$ cat src/hw/pinfn_pkg.sv
// pin function and gpio control: shared constants, field layouts, types
// assumes one core clock; the register port addresses registers by index
//
// Overview of operation
// - direction enable waits 0..15 programmed bit times before returning to receive
// - role bit 9 (default 1) puts receive toggle on pin nine, else gpio
// - role bit 8 (default 1) puts transmit toggle on pin eight, else gpio
// - role bit 7 (default 0) puts generated clock on pin six, else gpio
// - field 6:5 sets pin seven: gpio, enable on transmit, enable on match
// - bit 4 low: pin seven gpio; high: pin seven per 6:5; pin five follows 2:0 either way
// - bit 3 sets direction enable polarity: 0 active low, 1 active high
// - field 2:0: 000 gpio, 001 rts/cts on pins 5/4, 010 dtr/dsr on 2/3
// - field 2:0: 011 enable on transmit, 100 enable on match, on pin five
// - per gpio pin direction bit: 0 input, 1 output; alternate pins ignore it
// - write to output-set drives high each gpio output whose bit is one
// - output-set ignores alternate-role pins and gpio pins set as inputs
// - write to output-clear drives low gpio outputs whose bit is one
// - half duplex: receive input ignored while the uart transmits

package pinfn_pkg;

    // -------------------------------------------------------------------
    // register indices and reset values
    // -------------------------------------------------------------------
    localparam logic [7:0]  OFS_TURNAROUND = 8'h0b;
    localparam logic [7:0]  OFS_ROLE       = 8'h0c;
    localparam logic [7:0]  OFS_DIR        = 8'h0d;
    localparam logic [7:0]  OFS_SET        = 8'h0e;
    localparam logic [7:0]  OFS_CLEAR      = 8'h0f;
    localparam logic [7:0]  OFS_STATE      = 8'h10;
    localparam logic [3:0]  RST_TURNAROUND = 4'h0;
    localparam logic [9:0]  RST_ROLE       = 10'h300;
    localparam logic [9:0]  RST_DIR        = 10'h000;
    localparam logic [9:0]  RST_GPIO_OUT   = 10'h000;
    localparam int          NPINS          = 10;

    // -------------------------------------------------------------------
    // pin positions of alternate roles
    // -------------------------------------------------------------------
    localparam int PIN_DTR    = 2;
    localparam int PIN_DSR    = 3;
    localparam int PIN_CTS    = 4;
    localparam int PIN_RTS_DE = 5;
    localparam int PIN_CLK    = 6;
    localparam int PIN_DE     = 7;
    localparam int PIN_TXTOG  = 8;
    localparam int PIN_RXTOG  = 9;

    // -------------------------------------------------------------------
    // role register layout, low ten bits
    // -------------------------------------------------------------------
    typedef enum logic [2:0] {
        P5_GPIO     = 3'h0,
        P5_RTS_CTS  = 3'h1,
        P5_DTR_DSR  = 3'h2,
        P5_DE_TX    = 3'h3,
        P5_DE_MATCH = 3'h4
    } p5_role_t;

    typedef enum logic [1:0] {
        P7_GPIO     = 2'h0,
        P7_DE_TX    = 2'h1,
        P7_DE_MATCH = 2'h2
    } p7_role_t;

    typedef struct packed {
        logic     rx_tog;
        logic     tx_tog;
        logic     clk_en;
        p7_role_t p7_role;
        logic     p7_sel;
        logic     pol;
        p5_role_t p5_role;
    } role_reg_t;

    // turn-around sequencer states
    typedef enum logic [2:0] {
        TA_IDLE = 3'b001,
        TA_SEND = 3'b010,
        TA_HOLD = 3'b100
    } ta_state_t;

    // -------------------------------------------------------------------
    // carriers to and from the uart core
    // -------------------------------------------------------------------
    typedef struct packed {
        logic tx_busy;
        logic bit_tick;
        logic tx_char;
        logic rx_char;
        logic addr_match;
        logic rts_level;
        logic dtr_level;
        logic clk_gen;
        logic half_duplex;
    } uart_side_t;

    typedef struct packed {
        logic cts;
        logic dsr;
        logic rx_data;
    } flow_side_t;

endpackage : pinfn_pkg

$ cat src/hw/turnaround_timer.sv
// turn-around sequencer for the automatic transceiver direction enable
// assumes tx busy covers every bit including the final stop bit
`timescale 1ns/1ps
`default_nettype none

module turnaround_timer
    import pinfn_pkg::*;
(
    input  wire logic       clk_i,
    input  wire logic       arst_n_i,
    input  wire logic       ce_i,
    input  wire logic       tx_busy_i,
    input  wire logic       bit_tick_i,
    input  wire logic [3:0] delay_i,
    output var  logic       de_o
);

    ta_state_t  state_q;
    ta_state_t  state_d;
    logic [3:0] cnt_q;
    logic [3:0] cnt_d;

    // next state; a new character during the hold re-arms transmit
    always_comb begin
        state_d = state_q;
        cnt_d   = cnt_q;
        case (state_q)
            TA_IDLE: begin
                if (tx_busy_i) begin
                    state_d = TA_SEND;
                end
            end
            TA_SEND: begin
                if (!tx_busy_i) begin
                    cnt_d   = delay_i;
                    state_d = (delay_i == 4'h0) ? TA_IDLE : TA_HOLD;
                end
            end
            TA_HOLD: begin
                if (tx_busy_i) begin
                    state_d = TA_SEND;
                end else if (bit_tick_i) begin
                    cnt_d = cnt_q - 4'h1;
                    if (cnt_q == 4'h1) begin
                        state_d = TA_IDLE;
                    end
                end
            end
            default: state_d = TA_IDLE;
        endcase
    end

    // state registers, frozen while ce is low
    always_ff @(posedge clk_i or negedge arst_n_i) begin
        if (!arst_n_i) begin
            state_q <= TA_IDLE;
            cnt_q   <= 4'h0;
        end else if (ce_i) begin
            state_q <= state_d;
            cnt_q   <= cnt_d;
        end
    end

    // enable held through transmit and the whole hold
    assign de_o = (state_q != TA_IDLE);

    // -------------------------------------------------------------------
    // assertions
    // -------------------------------------------------------------------
    a_hold_load: assert property (@(posedge clk_i) disable iff (!arst_n_i)
        (ce_i && state_q == TA_SEND && !tx_busy_i && delay_i != 4'h0)
        |=> (state_q == TA_HOLD && cnt_q == $past(delay_i)))
        else $error("hold not loaded with delay");

    a_hold_zero: assert property (@(posedge clk_i) disable iff (!arst_n_i)
        (ce_i && state_q == TA_SEND && !tx_busy_i && delay_i == 4'h0)
        |=> !de_o)
        else $error("zero delay still held");

    a_hold_expire: assert property (@(posedge clk_i) disable iff (!arst_n_i)
        (ce_i && state_q == TA_HOLD && !tx_busy_i && bit_tick_i && cnt_q == 4'h1)
        |=> !de_o)
        else $error("enable held past last bit time");

    a_hold_stays: assert property (@(posedge clk_i) disable iff (!arst_n_i)
        (state_q == TA_HOLD && !bit_tick_i && !tx_busy_i) |=> de_o)
        else $error("enable dropped inside hold");

    c_hold_done: cover property (@(posedge clk_i) disable iff (!arst_n_i)
        state_q == TA_HOLD ##1 state_q == TA_IDLE);

endmodule : turnaround_timer

`default_nettype wire

$ cat src/hw/pin_function_ctrl.sv
// pin function and gpio control for one uart channel
// assumes uart-side inputs are on CLK_I; pin inputs are asynchronous
//
// Chosen here: the strobed register port.
`timescale 1ns/1ps
`default_nettype none

module pin_function_ctrl
    import pinfn_pkg::*;
(
    input  wire logic             CLK_I,
    input  wire logic             ARST_N_I,
    input  wire logic             CE_I,
    input  wire logic [7:0]       REG_ADDR_I,
    input  wire logic [15:0]      REG_WDATA_I,
    input  wire logic             REG_WR_I,
    input  wire logic             REG_RD_I,
    output var  logic [15:0]      REG_RDATA_O,
    input  wire uart_side_t       UART_I,
    output var  flow_side_t       FLOW_O,
    input  wire logic             RX_SERIAL_I,
    input  wire logic [NPINS-1:0] PIN_I,
    output var  logic [NPINS-1:0] PIN_O,
    output var  logic [NPINS-1:0] PIN_OE_O
);

    // -------------------------------------------------------------------
    // registers and synchronisers
    // -------------------------------------------------------------------
    logic [3:0]       delay_q;
    role_reg_t        role_q;
    logic [NPINS-1:0] dir_q;
    logic [NPINS-1:0] gpio_q;
    logic [NPINS-1:0] gpio_d;
    logic             tx_tog_q;
    logic             rx_tog_q;
    logic [NPINS-1:0] pin_s1_q;
    logic [NPINS-1:0] pin_s2_q;
    logic             rx_s1_q;
    logic             rx_s2_q;
    logic [15:0]      rdata_d;
    logic [NPINS-1:0] alt_mask;
    logic [NPINS-1:0] alt_val;
    logic [NPINS-1:0] alt_oe;
    logic [NPINS-1:0] pin_d;
    logic [NPINS-1:0] oe_d;
    flow_side_t       flow_d;

    // -------------------------------------------------------------------
    // address decode
    // -------------------------------------------------------------------
    wire wr_delay = REG_WR_I && (REG_ADDR_I == OFS_TURNAROUND);
    wire wr_role  = REG_WR_I && (REG_ADDR_I == OFS_ROLE);
    wire wr_dir   = REG_WR_I && (REG_ADDR_I == OFS_DIR);
    wire wr_set   = REG_WR_I && (REG_ADDR_I == OFS_SET);
    wire wr_clear = REG_WR_I && (REG_ADDR_I == OFS_CLEAR);

    // only gpio pins set as outputs accept set and clear
    wire [NPINS-1:0] out_ok   = ~alt_mask & dir_q;
    wire [NPINS-1:0] set_bits = wr_set ? (REG_WDATA_I[NPINS-1:0] & out_ok)
                                       : '0;
    wire [NPINS-1:0] clr_bits = wr_clear ? (REG_WDATA_I[NPINS-1:0] & out_ok)
                                         : '0;

    // -------------------------------------------------------------------
    // direction enable sources
    // -------------------------------------------------------------------
    logic de_tx;

    turnaround_timer u_turnaround (
        .clk_i      (CLK_I),
        .arst_n_i   (ARST_N_I),
        .ce_i       (CE_I),
        .tx_busy_i  (UART_I.tx_busy),
        .bit_tick_i (UART_I.bit_tick),
        .delay_i    (delay_q),
        .de_o       (de_tx)
    );

    // polarity applied once here so every enable pin agrees
    wire de_tx_lvl    = role_q.pol ? de_tx : ~de_tx;
    wire de_match_lvl = role_q.pol ? UART_I.addr_match
                                   : ~UART_I.addr_match;

    // -------------------------------------------------------------------
    // alternate role selection per pin
    // -------------------------------------------------------------------
    always_comb begin
        alt_mask = '0;
        alt_val  = '0;
        alt_oe   = '0;
        // pin five and the handshake pairs follow the three-bit field
        case (role_q.p5_role)
            P5_RTS_CTS: begin
                alt_mask[PIN_CTS]    = 1'b1;
                alt_mask[PIN_RTS_DE] = 1'b1;
                alt_val[PIN_RTS_DE]  = UART_I.rts_level;
                alt_oe[PIN_RTS_DE]   = 1'b1;
            end
            P5_DTR_DSR: begin
                alt_mask[PIN_DTR] = 1'b1;
                alt_mask[PIN_DSR] = 1'b1;
                alt_val[PIN_DTR]  = UART_I.dtr_level;
                alt_oe[PIN_DTR]   = 1'b1;
            end
            P5_DE_TX: begin
                alt_mask[PIN_RTS_DE] = 1'b1;
                alt_val[PIN_RTS_DE]  = de_tx_lvl;
                alt_oe[PIN_RTS_DE]   = 1'b1;
            end
            P5_DE_MATCH: begin
                alt_mask[PIN_RTS_DE] = 1'b1;
                alt_val[PIN_RTS_DE]  = de_match_lvl;
                alt_oe[PIN_RTS_DE]   = 1'b1;
            end
            default: ; // gpio, and reserved codes fall back to gpio
        endcase
        // pin seven only takes a role when the select bit is set
        if (role_q.p7_sel) begin
            case (role_q.p7_role)
                P7_DE_TX: begin
                    alt_mask[PIN_DE] = 1'b1;
                    alt_val[PIN_DE]  = de_tx_lvl;
                    alt_oe[PIN_DE]   = 1'b1;
                end
                P7_DE_MATCH: begin
                    alt_mask[PIN_DE] = 1'b1;
                    alt_val[PIN_DE]  = de_match_lvl;
                    alt_oe[PIN_DE]   = 1'b1;
                end
                default: ;
            endcase
        end
        if (role_q.clk_en) begin
            alt_mask[PIN_CLK] = 1'b1;
            alt_val[PIN_CLK]  = UART_I.clk_gen;
            alt_oe[PIN_CLK]   = 1'b1;
        end
        if (role_q.tx_tog) begin
            alt_mask[PIN_TXTOG] = 1'b1;
            alt_val[PIN_TXTOG]  = tx_tog_q;
            alt_oe[PIN_TXTOG]   = 1'b1;
        end
        if (role_q.rx_tog) begin
            alt_mask[PIN_RXTOG] = 1'b1;
            alt_val[PIN_RXTOG]  = rx_tog_q;
            alt_oe[PIN_RXTOG]   = 1'b1;
        end
    end

    // gpio pins use the direction register, alternate pins ignore it
    assign gpio_d = (gpio_q | set_bits) & ~clr_bits;
    assign pin_d  = (alt_mask & alt_val) | (~alt_mask & gpio_q);
    assign oe_d   = (alt_mask & alt_oe) | (~alt_mask & dir_q);

    // receiver sees idle while transmitting in half duplex
    assign flow_d.rx_data = (UART_I.half_duplex && UART_I.tx_busy)
                            ? 1'b1 : rx_s2_q;
    assign flow_d.cts     = pin_s2_q[PIN_CTS];
    assign flow_d.dsr     = pin_s2_q[PIN_DSR];

    // -------------------------------------------------------------------
    // read data, one cycle after the strobe
    // -------------------------------------------------------------------
    always_comb begin
        rdata_d = 16'h0000;
        if (REG_ADDR_I == OFS_TURNAROUND) begin
            rdata_d = {12'h000, delay_q};
        end else if (REG_ADDR_I == OFS_ROLE) begin
            rdata_d = {6'h00, role_q};
        end else if (REG_ADDR_I == OFS_DIR) begin
            rdata_d = {6'h00, dir_q};
        end else if (REG_ADDR_I == OFS_STATE) begin
            rdata_d = {6'h00, pin_s2_q}; // live pin levels, any role
        end
    end

    // -------------------------------------------------------------------
    // software registers; upper bits are not stored and read zero
    // -------------------------------------------------------------------
    always_ff @(posedge CLK_I or negedge ARST_N_I) begin
        if (!ARST_N_I) begin
            delay_q <= RST_TURNAROUND;
            role_q  <= role_reg_t'(RST_ROLE);
            dir_q   <= RST_DIR;
            gpio_q  <= RST_GPIO_OUT;
        end else if (CE_I) begin
            if (wr_delay) delay_q <= REG_WDATA_I[3:0];
            if (wr_role) role_q <= role_reg_t'(REG_WDATA_I[NPINS-1:0]);
            if (wr_dir) dir_q <= REG_WDATA_I[NPINS-1:0];
            gpio_q <= gpio_d;
        end
    end

    // activity toggles flip once per character
    always_ff @(posedge CLK_I or negedge ARST_N_I) begin
        if (!ARST_N_I) begin
            tx_tog_q <= 1'b0;
            rx_tog_q <= 1'b0;
        end else if (CE_I) begin
            tx_tog_q <= tx_tog_q ^ UART_I.tx_char;
            rx_tog_q <= rx_tog_q ^ UART_I.rx_char;
        end
    end

    // two-stage synchronisers for asynchronous pin inputs
    always_ff @(posedge CLK_I or negedge ARST_N_I) begin
        if (!ARST_N_I) begin
            pin_s1_q <= '0;
            pin_s2_q <= '0;
            rx_s1_q  <= 1'b1;
            rx_s2_q  <= 1'b1;
        end else if (CE_I) begin
            pin_s1_q <= PIN_I;
            pin_s2_q <= pin_s1_q;
            rx_s1_q  <= RX_SERIAL_I;
            rx_s2_q  <= rx_s1_q;
        end
    end

    // registered outputs; cost one cycle of latency on every pin
    always_ff @(posedge CLK_I or negedge ARST_N_I) begin
        if (!ARST_N_I) begin
            PIN_O       <= '0;
            PIN_OE_O    <= '0;
            FLOW_O      <= '{cts: 1'b0, dsr: 1'b0, rx_data: 1'b1};
            REG_RDATA_O <= 16'h0000;
        end else if (CE_I) begin
            PIN_O    <= pin_d;
            PIN_OE_O <= oe_d;
            FLOW_O   <= flow_d;
            if (REG_RD_I) REG_RDATA_O <= rdata_d;
        end
    end

    // -------------------------------------------------------------------
    // assertions
    // -------------------------------------------------------------------
    a_set_drives_high: assert property (@(posedge CLK_I) disable iff (!ARST_N_I)
        (CE_I && set_bits != '0) |=> ((gpio_q & $past(set_bits)) == $past(set_bits)))
        else $error("set bit did not drive output high");

    a_set_masked_pins: assert property (@(posedge CLK_I) disable iff (!ARST_N_I)
        (CE_I && wr_set) |=> ((gpio_q & ~$past(out_ok)) == ($past(gpio_q) & ~$past(out_ok))))
        else $error("set touched an input or alternate pin");

    a_clear_drives_low: assert property (@(posedge CLK_I) disable iff (!ARST_N_I)
        (CE_I && clr_bits != '0) |=> ((gpio_q & $past(clr_bits)) == '0))
        else $error("clear bit did not drive output low");

    a_pin5_polarity: assert property (@(posedge CLK_I) disable iff (!ARST_N_I)
        (CE_I && role_q.p5_role == P5_DE_TX)
        |=> (PIN_O[PIN_RTS_DE] == ($past(role_q.pol) ? $past(de_tx) : !$past(de_tx))))
        else $error("pin five enable has wrong polarity");

    a_pin7_gpio_unsel: assert property (@(posedge CLK_I) disable iff (!ARST_N_I)
        (CE_I && !role_q.p7_sel)
        |=> (PIN_O[PIN_DE] == $past(gpio_q[PIN_DE]) && PIN_OE_O[PIN_DE] == $past(dir_q[PIN_DE])))
        else $error("pin seven not gpio while unselected");

    a_pin7_match_en: assert property (@(posedge CLK_I) disable iff (!ARST_N_I)
        (CE_I && role_q.p7_sel && role_q.p7_role == P7_DE_MATCH && role_q.pol
         && UART_I.addr_match) |=> (PIN_O[PIN_DE] && PIN_OE_O[PIN_DE]))
        else $error("pin seven not asserted on address match");

    a_tx_toggle_pin: assert property (@(posedge CLK_I) disable iff (!ARST_N_I)
        (CE_I && role_q.tx_tog && UART_I.tx_char)
        ##1 (CE_I && role_q.tx_tog) |=> (PIN_O[PIN_TXTOG] != $past(PIN_O[PIN_TXTOG])))
        else $error("transmit toggle pin did not flip");

    a_clk_pin_drive: assert property (@(posedge CLK_I) disable iff (!ARST_N_I)
        (CE_I && role_q.clk_en) |=> (PIN_OE_O[PIN_CLK] && PIN_O[PIN_CLK] == $past(UART_I.clk_gen)))
        else $error("clock not routed to pin six");

    a_rx_half_gate: assert property (@(posedge CLK_I) disable iff (!ARST_N_I)
        (CE_I && UART_I.half_duplex && UART_I.tx_busy) |=> FLOW_O.rx_data)
        else $error("receive data passed while transmitting");

    a_read_role: assert property (@(posedge CLK_I) disable iff (!ARST_N_I)
        (CE_I && REG_RD_I && REG_ADDR_I == OFS_ROLE) |=> (REG_RDATA_O == {6'h00, $past(role_q)}))
        else $error("role readback mismatch");

    c_set_then_clear: cover property (@(posedge CLK_I) disable iff (!ARST_N_I)
        (set_bits != '0) ##[1:20] (clr_bits != '0));

    c_de_on_pin7: cover property (@(posedge CLK_I) disable iff (!ARST_N_I)
        role_q.p7_sel && role_q.p7_role == P7_DE_TX && de_tx);

    c_rts_flow: cover property (@(posedge CLK_I) disable iff (!ARST_N_I)
        role_q.p5_role == P5_RTS_CTS && UART_I.tx_busy);

endmodule : pin_function_ctrl

`default_nettype wire

$ cat config.mk
export PLATFORM = sky130hd
export DESIGN_NAME = pin_function_ctrl
export DESIGN_NICKNAME = d
export VERILOG_FILES = /design/src/hw/pinfn_pkg.sv /design/src/hw/turnaround_timer.sv /design/src/hw/pin_function_ctrl.sv
export SDC_FILE = /design/constraint.sdc
export NUM_CORES = 1
export LEC_CHECK = 0
export BUFFER_PORTS_ARGS = -buffer_cell sky130_fd_sc_hd__buf_2
export CAP_MARGIN = 25
export CORE_UTILIZATION = 55
export DETAILED_ROUTE_END_ITERATION = 10
export PLACE_DENSITY_LB_ADDON = 0.25
export SLEW_MARGIN = 10
export SYNTH_ARGS = -nofsm -noshare
export SYNTH_HDL_FRONTEND = slang
export SYNTH_SLANG_ARGS = --single-unit
$ cat constraint.sdc
create_clock -name CLK_I -period 2.47 [get_ports CLK_I]
set_clock_uncertainty 0.1 [all_clocks]
set_input_delay 0.3705 -clock CLK_I [delete_from_list [all_inputs] [get_ports CLK_I]]
set_output_delay 0.3705 -clock CLK_I [all_outputs]
set_load 0.01 [all_outputs]
==> results.json <==
{
  "outcome": "finished, final reports clean",
  "track_usage_pct": 24.9,
  "cts_tree": "built",
  "rows": 32,
  "leakagePower_nw": 2.51,
  "grt_util_met3_pct": 3.78,
  "worst-path-buf-inv": 0,
  "yosysTopAreaCellShare_pct": 51.1,
  "io_pins": 88,
  "total_power_mw": 3.48,
  "final_hold_viol_count": 0,
  "cts_buffers": 9,
  "synthCells": 384,
  "drt-pass1-iter-count": 4,
  "min_period_ns": 1.86,
  "cp_max_fo": 11,
  "netlist_area_sq_um": 4510,
  "port_buffers": 75,
  "critPathLaunchType": "register",
  "synth_area_leader_cell": "dfrtp_1",
  "fmax_mhz": 538,
  "multiInputGateArea_sq_um": 1900,
  "die_h_microns": 92.5,
  "syn_area_per_cell_sq_um": 11.7,
  "diodes": 0,
  "relSlewSlack_pct": 46.9,
  "nets": 513,
  "cap_violations": 0,
  "vias": 3272,
  "grt_antenna_before_repair": 0,
  "synthTopCellsByArea": "dfrtp_1 51%, mux2_2 15%, dfstp_2 3.5%, nor2_1 2.7%, a21oi_1 2.0%",
  "netlist_top_cells_count": "92 x dfrtp_1, 60 x mux2_2, 32 x nor2_1",
  "met1_usage_pct": 32.4,
  "reg2regPathDepth": 4,
  "gp_congestion": 0.777,
  "critPathMaxStageDelay_ns": 0.59,
  "clock_latency_ns": 0.37,
  "synth_ff_type": "dfrtp_1",
  "r2r_slack_ns": 0.61,
  "power_density_nw_per_um2": 664,
  "final-setup-viol-count": 0,
  "crit-reg2reg-launch": "u_turnaround.state_q[2]$_DFFE_PN0P_",
  "first_global_vias": 3353,
  "endpoint_kind": "register",
  "crit_family": "simple AND/OR/NAND/NOR gates",
  "area_delta_synth_final_pct": 16.2,
  "rsz0062_at_grt": "no",
  "stdcell_count": 567,
  "cts.reportedPaths.clkPinSlew_ns": 0.09,
  "worstHoldPathType": "in2reg",
  "tightest_slew_ns": 0.790,
  "async_flop_share_pct": 100,
  "drcViolationCount": 0,
  "cts_root_buffer": "clkbuf_8",
  "fin_tns_setup_ns": 0,
  "seq_area_sq_um": 2460,
  "yosysSeqAreaShare_pct": 54.6,
  "critPathRequiredTime_ns": 2.65,
  "path_class": "reg2reg",
  "vdd_ir_drop_max_uv": 375,
  "hp-start": "PIN_I[8]",
  "core_area_sq_um": 7810,
  "dieWidth_microns": 92.5,
  "synth-seq-cells": 98,
  "wl_mm": 9.73,
  "whs_endpoint": "pin_s1_q[8]$_DFFE_PN0P_",
  "cp_data_arrival_time_ns": 2.04,
  "grt_overflow": 0,
  "cpMaxStageDelayCell": "or3b_2",
  "clock_path_buffers": 2,
  "n_fill_cell": 627,
  "dieArea_sq_um": 8560,
  "place_inst": 550,
  "fin_crit_sh_pct": 75.3,
  "ys_warn_count": 0,
  "drt_iter0_drc": 162,
  "wire_per_inst_microns": 17.2,
  "worstPathCellList": "or3b_2 > or3_1 > o311ai_0 > a21oi_1",
  "post_cts_resized": 0,
  "grt_pass1_wl_mm": 16.2,
  "hpwl_mm": 6.94,
  "clock_sinks": 98,
  "slew_violations": 0,
  "rr_endpoint": "u_turnaround.state_q[0]$_DFFE_PN1P_",
  "grt_max_degree": 59,
  "cts_htree_levels": 3,
  "grtUsageMet2_pct": 40.7,
  "initial_core_util_pct": 57.7,
  "ant_nets": 0,
  "busiest_layer": "met2",
  "viasPerCell": 5.77,
  "drive_gt1_share_pct": 37.4,
  "holdPathStages": 2,
  "synth_cell_type_count": 48,
  "yosysMostFrequentCell": "dfrtp_1",
  "synth-edff-count": 0
}
## cell type report
type                            instances  share of cell area, %
Clock inverter                          5                   1.98
Timing Repair Buffer                   85                   8.94
Sequential cell                        98                   47.0
Clock buffer                           11                   2.51
Multi-Input combinational cell        253                   36.2
Tap cell                              102                   2.44
Inverter                               13                  0.932
## state kept, by name, indices dropped and copies added (netlist names)
signal / count
FLOW_O: 3
delay_q: 4
role_q: 10
u_turnaround.cnt_q: 4
PIN_O: 10
rx_tog_q: 1
dir_q: 10
gpio_q: 10
rx_s1_q: 1
pin_s2_q: 10
tx_tog_q: 1
rx_s2_q: 1
pin_s1_q: 10
u_turnaround.state_q: 3
REG_RDATA_O: 10
PIN_OE_O: 10
## through the flow
stage	utilization, %	hold slack, ns	setup slack, ns	area, sq um
after floorplan	-	-0.0251	0.457	4520
after global placement	63.9	0.287	0.286	4990
after detailed placement	63.9	0.292	0.258	4990
after CTS	67.1	0.122	0.622	5240
after global routing	67.1	0.120	0.519	5240
final	67.1	0.128	0.610	5240
## worst max-delay path by stage
stage | from | endpoint | slack (ns) | cells after the start
floorplan | REG_ADDR_I[7] | delay_q[0]$_DFFE_PN0P_ | 0.46 | 4
global placement | REG_ADDR_I[7] | delay_q[3]$_DFFE_PN0P_ | 0.29 | 4
detailed placement | REG_ADDR_I[7] | delay_q[1]$_DFFE_PN0P_ | 0.26 | 4
CTS | u_turnaround.state_q[1]$_DFFE_PN0P_ | u_turnaround.state_q[0]$_DFFE_PN1P_ | 0.62 | 4
global route | u_turnaround.state_q[1]$_DFFE_PN0P_ | u_turnaround.state_q[0]$_DFFE_PN1P_ | 0.52 | 4
finish | u_turnaround.state_q[2]$_DFFE_PN0P_ | u_turnaround.state_q[0]$_DFFE_PN1P_ | 0.61 | 4
## per-layer routing
layer | up-vias | share of wire [%]
li1 | 1528 | -
met1 | 1637 | 44
met2 | 87 | 50
met3 | 20 | 4.0
met4 | 0 | 2.7
met5 | - | 0
## worst reg2reg max path, delay by kind of cell, from the launching register on
kind,cells,cell delay [ns]
simple gates,2,0.98
flops,1,0.49
compound gates,2,0.21
## report_power, final
part / leakage (nW) / internal (mW) / total, mW / switching (mW)
logic: 1.14 / 0.199 / 0.420 / 0.220
clock network: 0.118 / 0.674 / 1.22 / 0.545
registers: 1.26 / 1.74 / 1.84 / 0.101
## cells by family after synthesis
| logic type | after synthesis | synth area share, % |
|---|---|---|
| simple gates | 107 | 12.9 |
| flops | 98 | 54.6 |
| mux | 70 | 17.7 |
| compound gates | 61 | 8.91 |
| buf+inv | 38 | 3.72 |
| xor+xnor | 5 | 0.972 |
| fa+ha+maj | 4 | 1.11 |
| other cells | 1 | 0.0832 |
## repair_timing
| action | CTS | global route |
|---|---|---|
| hold endpoints to repair | 36 | 0 |
| hold buffers | 1 | 0 |
| setup buffers | 0 | 0 |
## placed cells by master, fill, tap and decap left out, types with 5 or more instances in the layout
| cell type | instances |
|---|---|
| nand2_1 | 23 |
| nand3_1 | 7 |
| nor3b_1 | 8 |
| clkbuf_8 | 9 |
| mux2i_1 | 6 |
| buf_4 | 9 |
| a21oi_1 | 18 |
| nor2_1 | 32 |
| o31ai_1 | 6 |
| conb_1 | 6 |
| inv_1 | 13 |
| o21ai_0 | 7 |
| mux2_2 | 60 |
| nand2b_1 | 5 |
| a22oi_1 | 12 |
| dfrtp_1 | 92 |
| dfstp_2 | 6 |
| buf_2 | 74 |
Note: power is estimated with default switching activity, not from simulation.
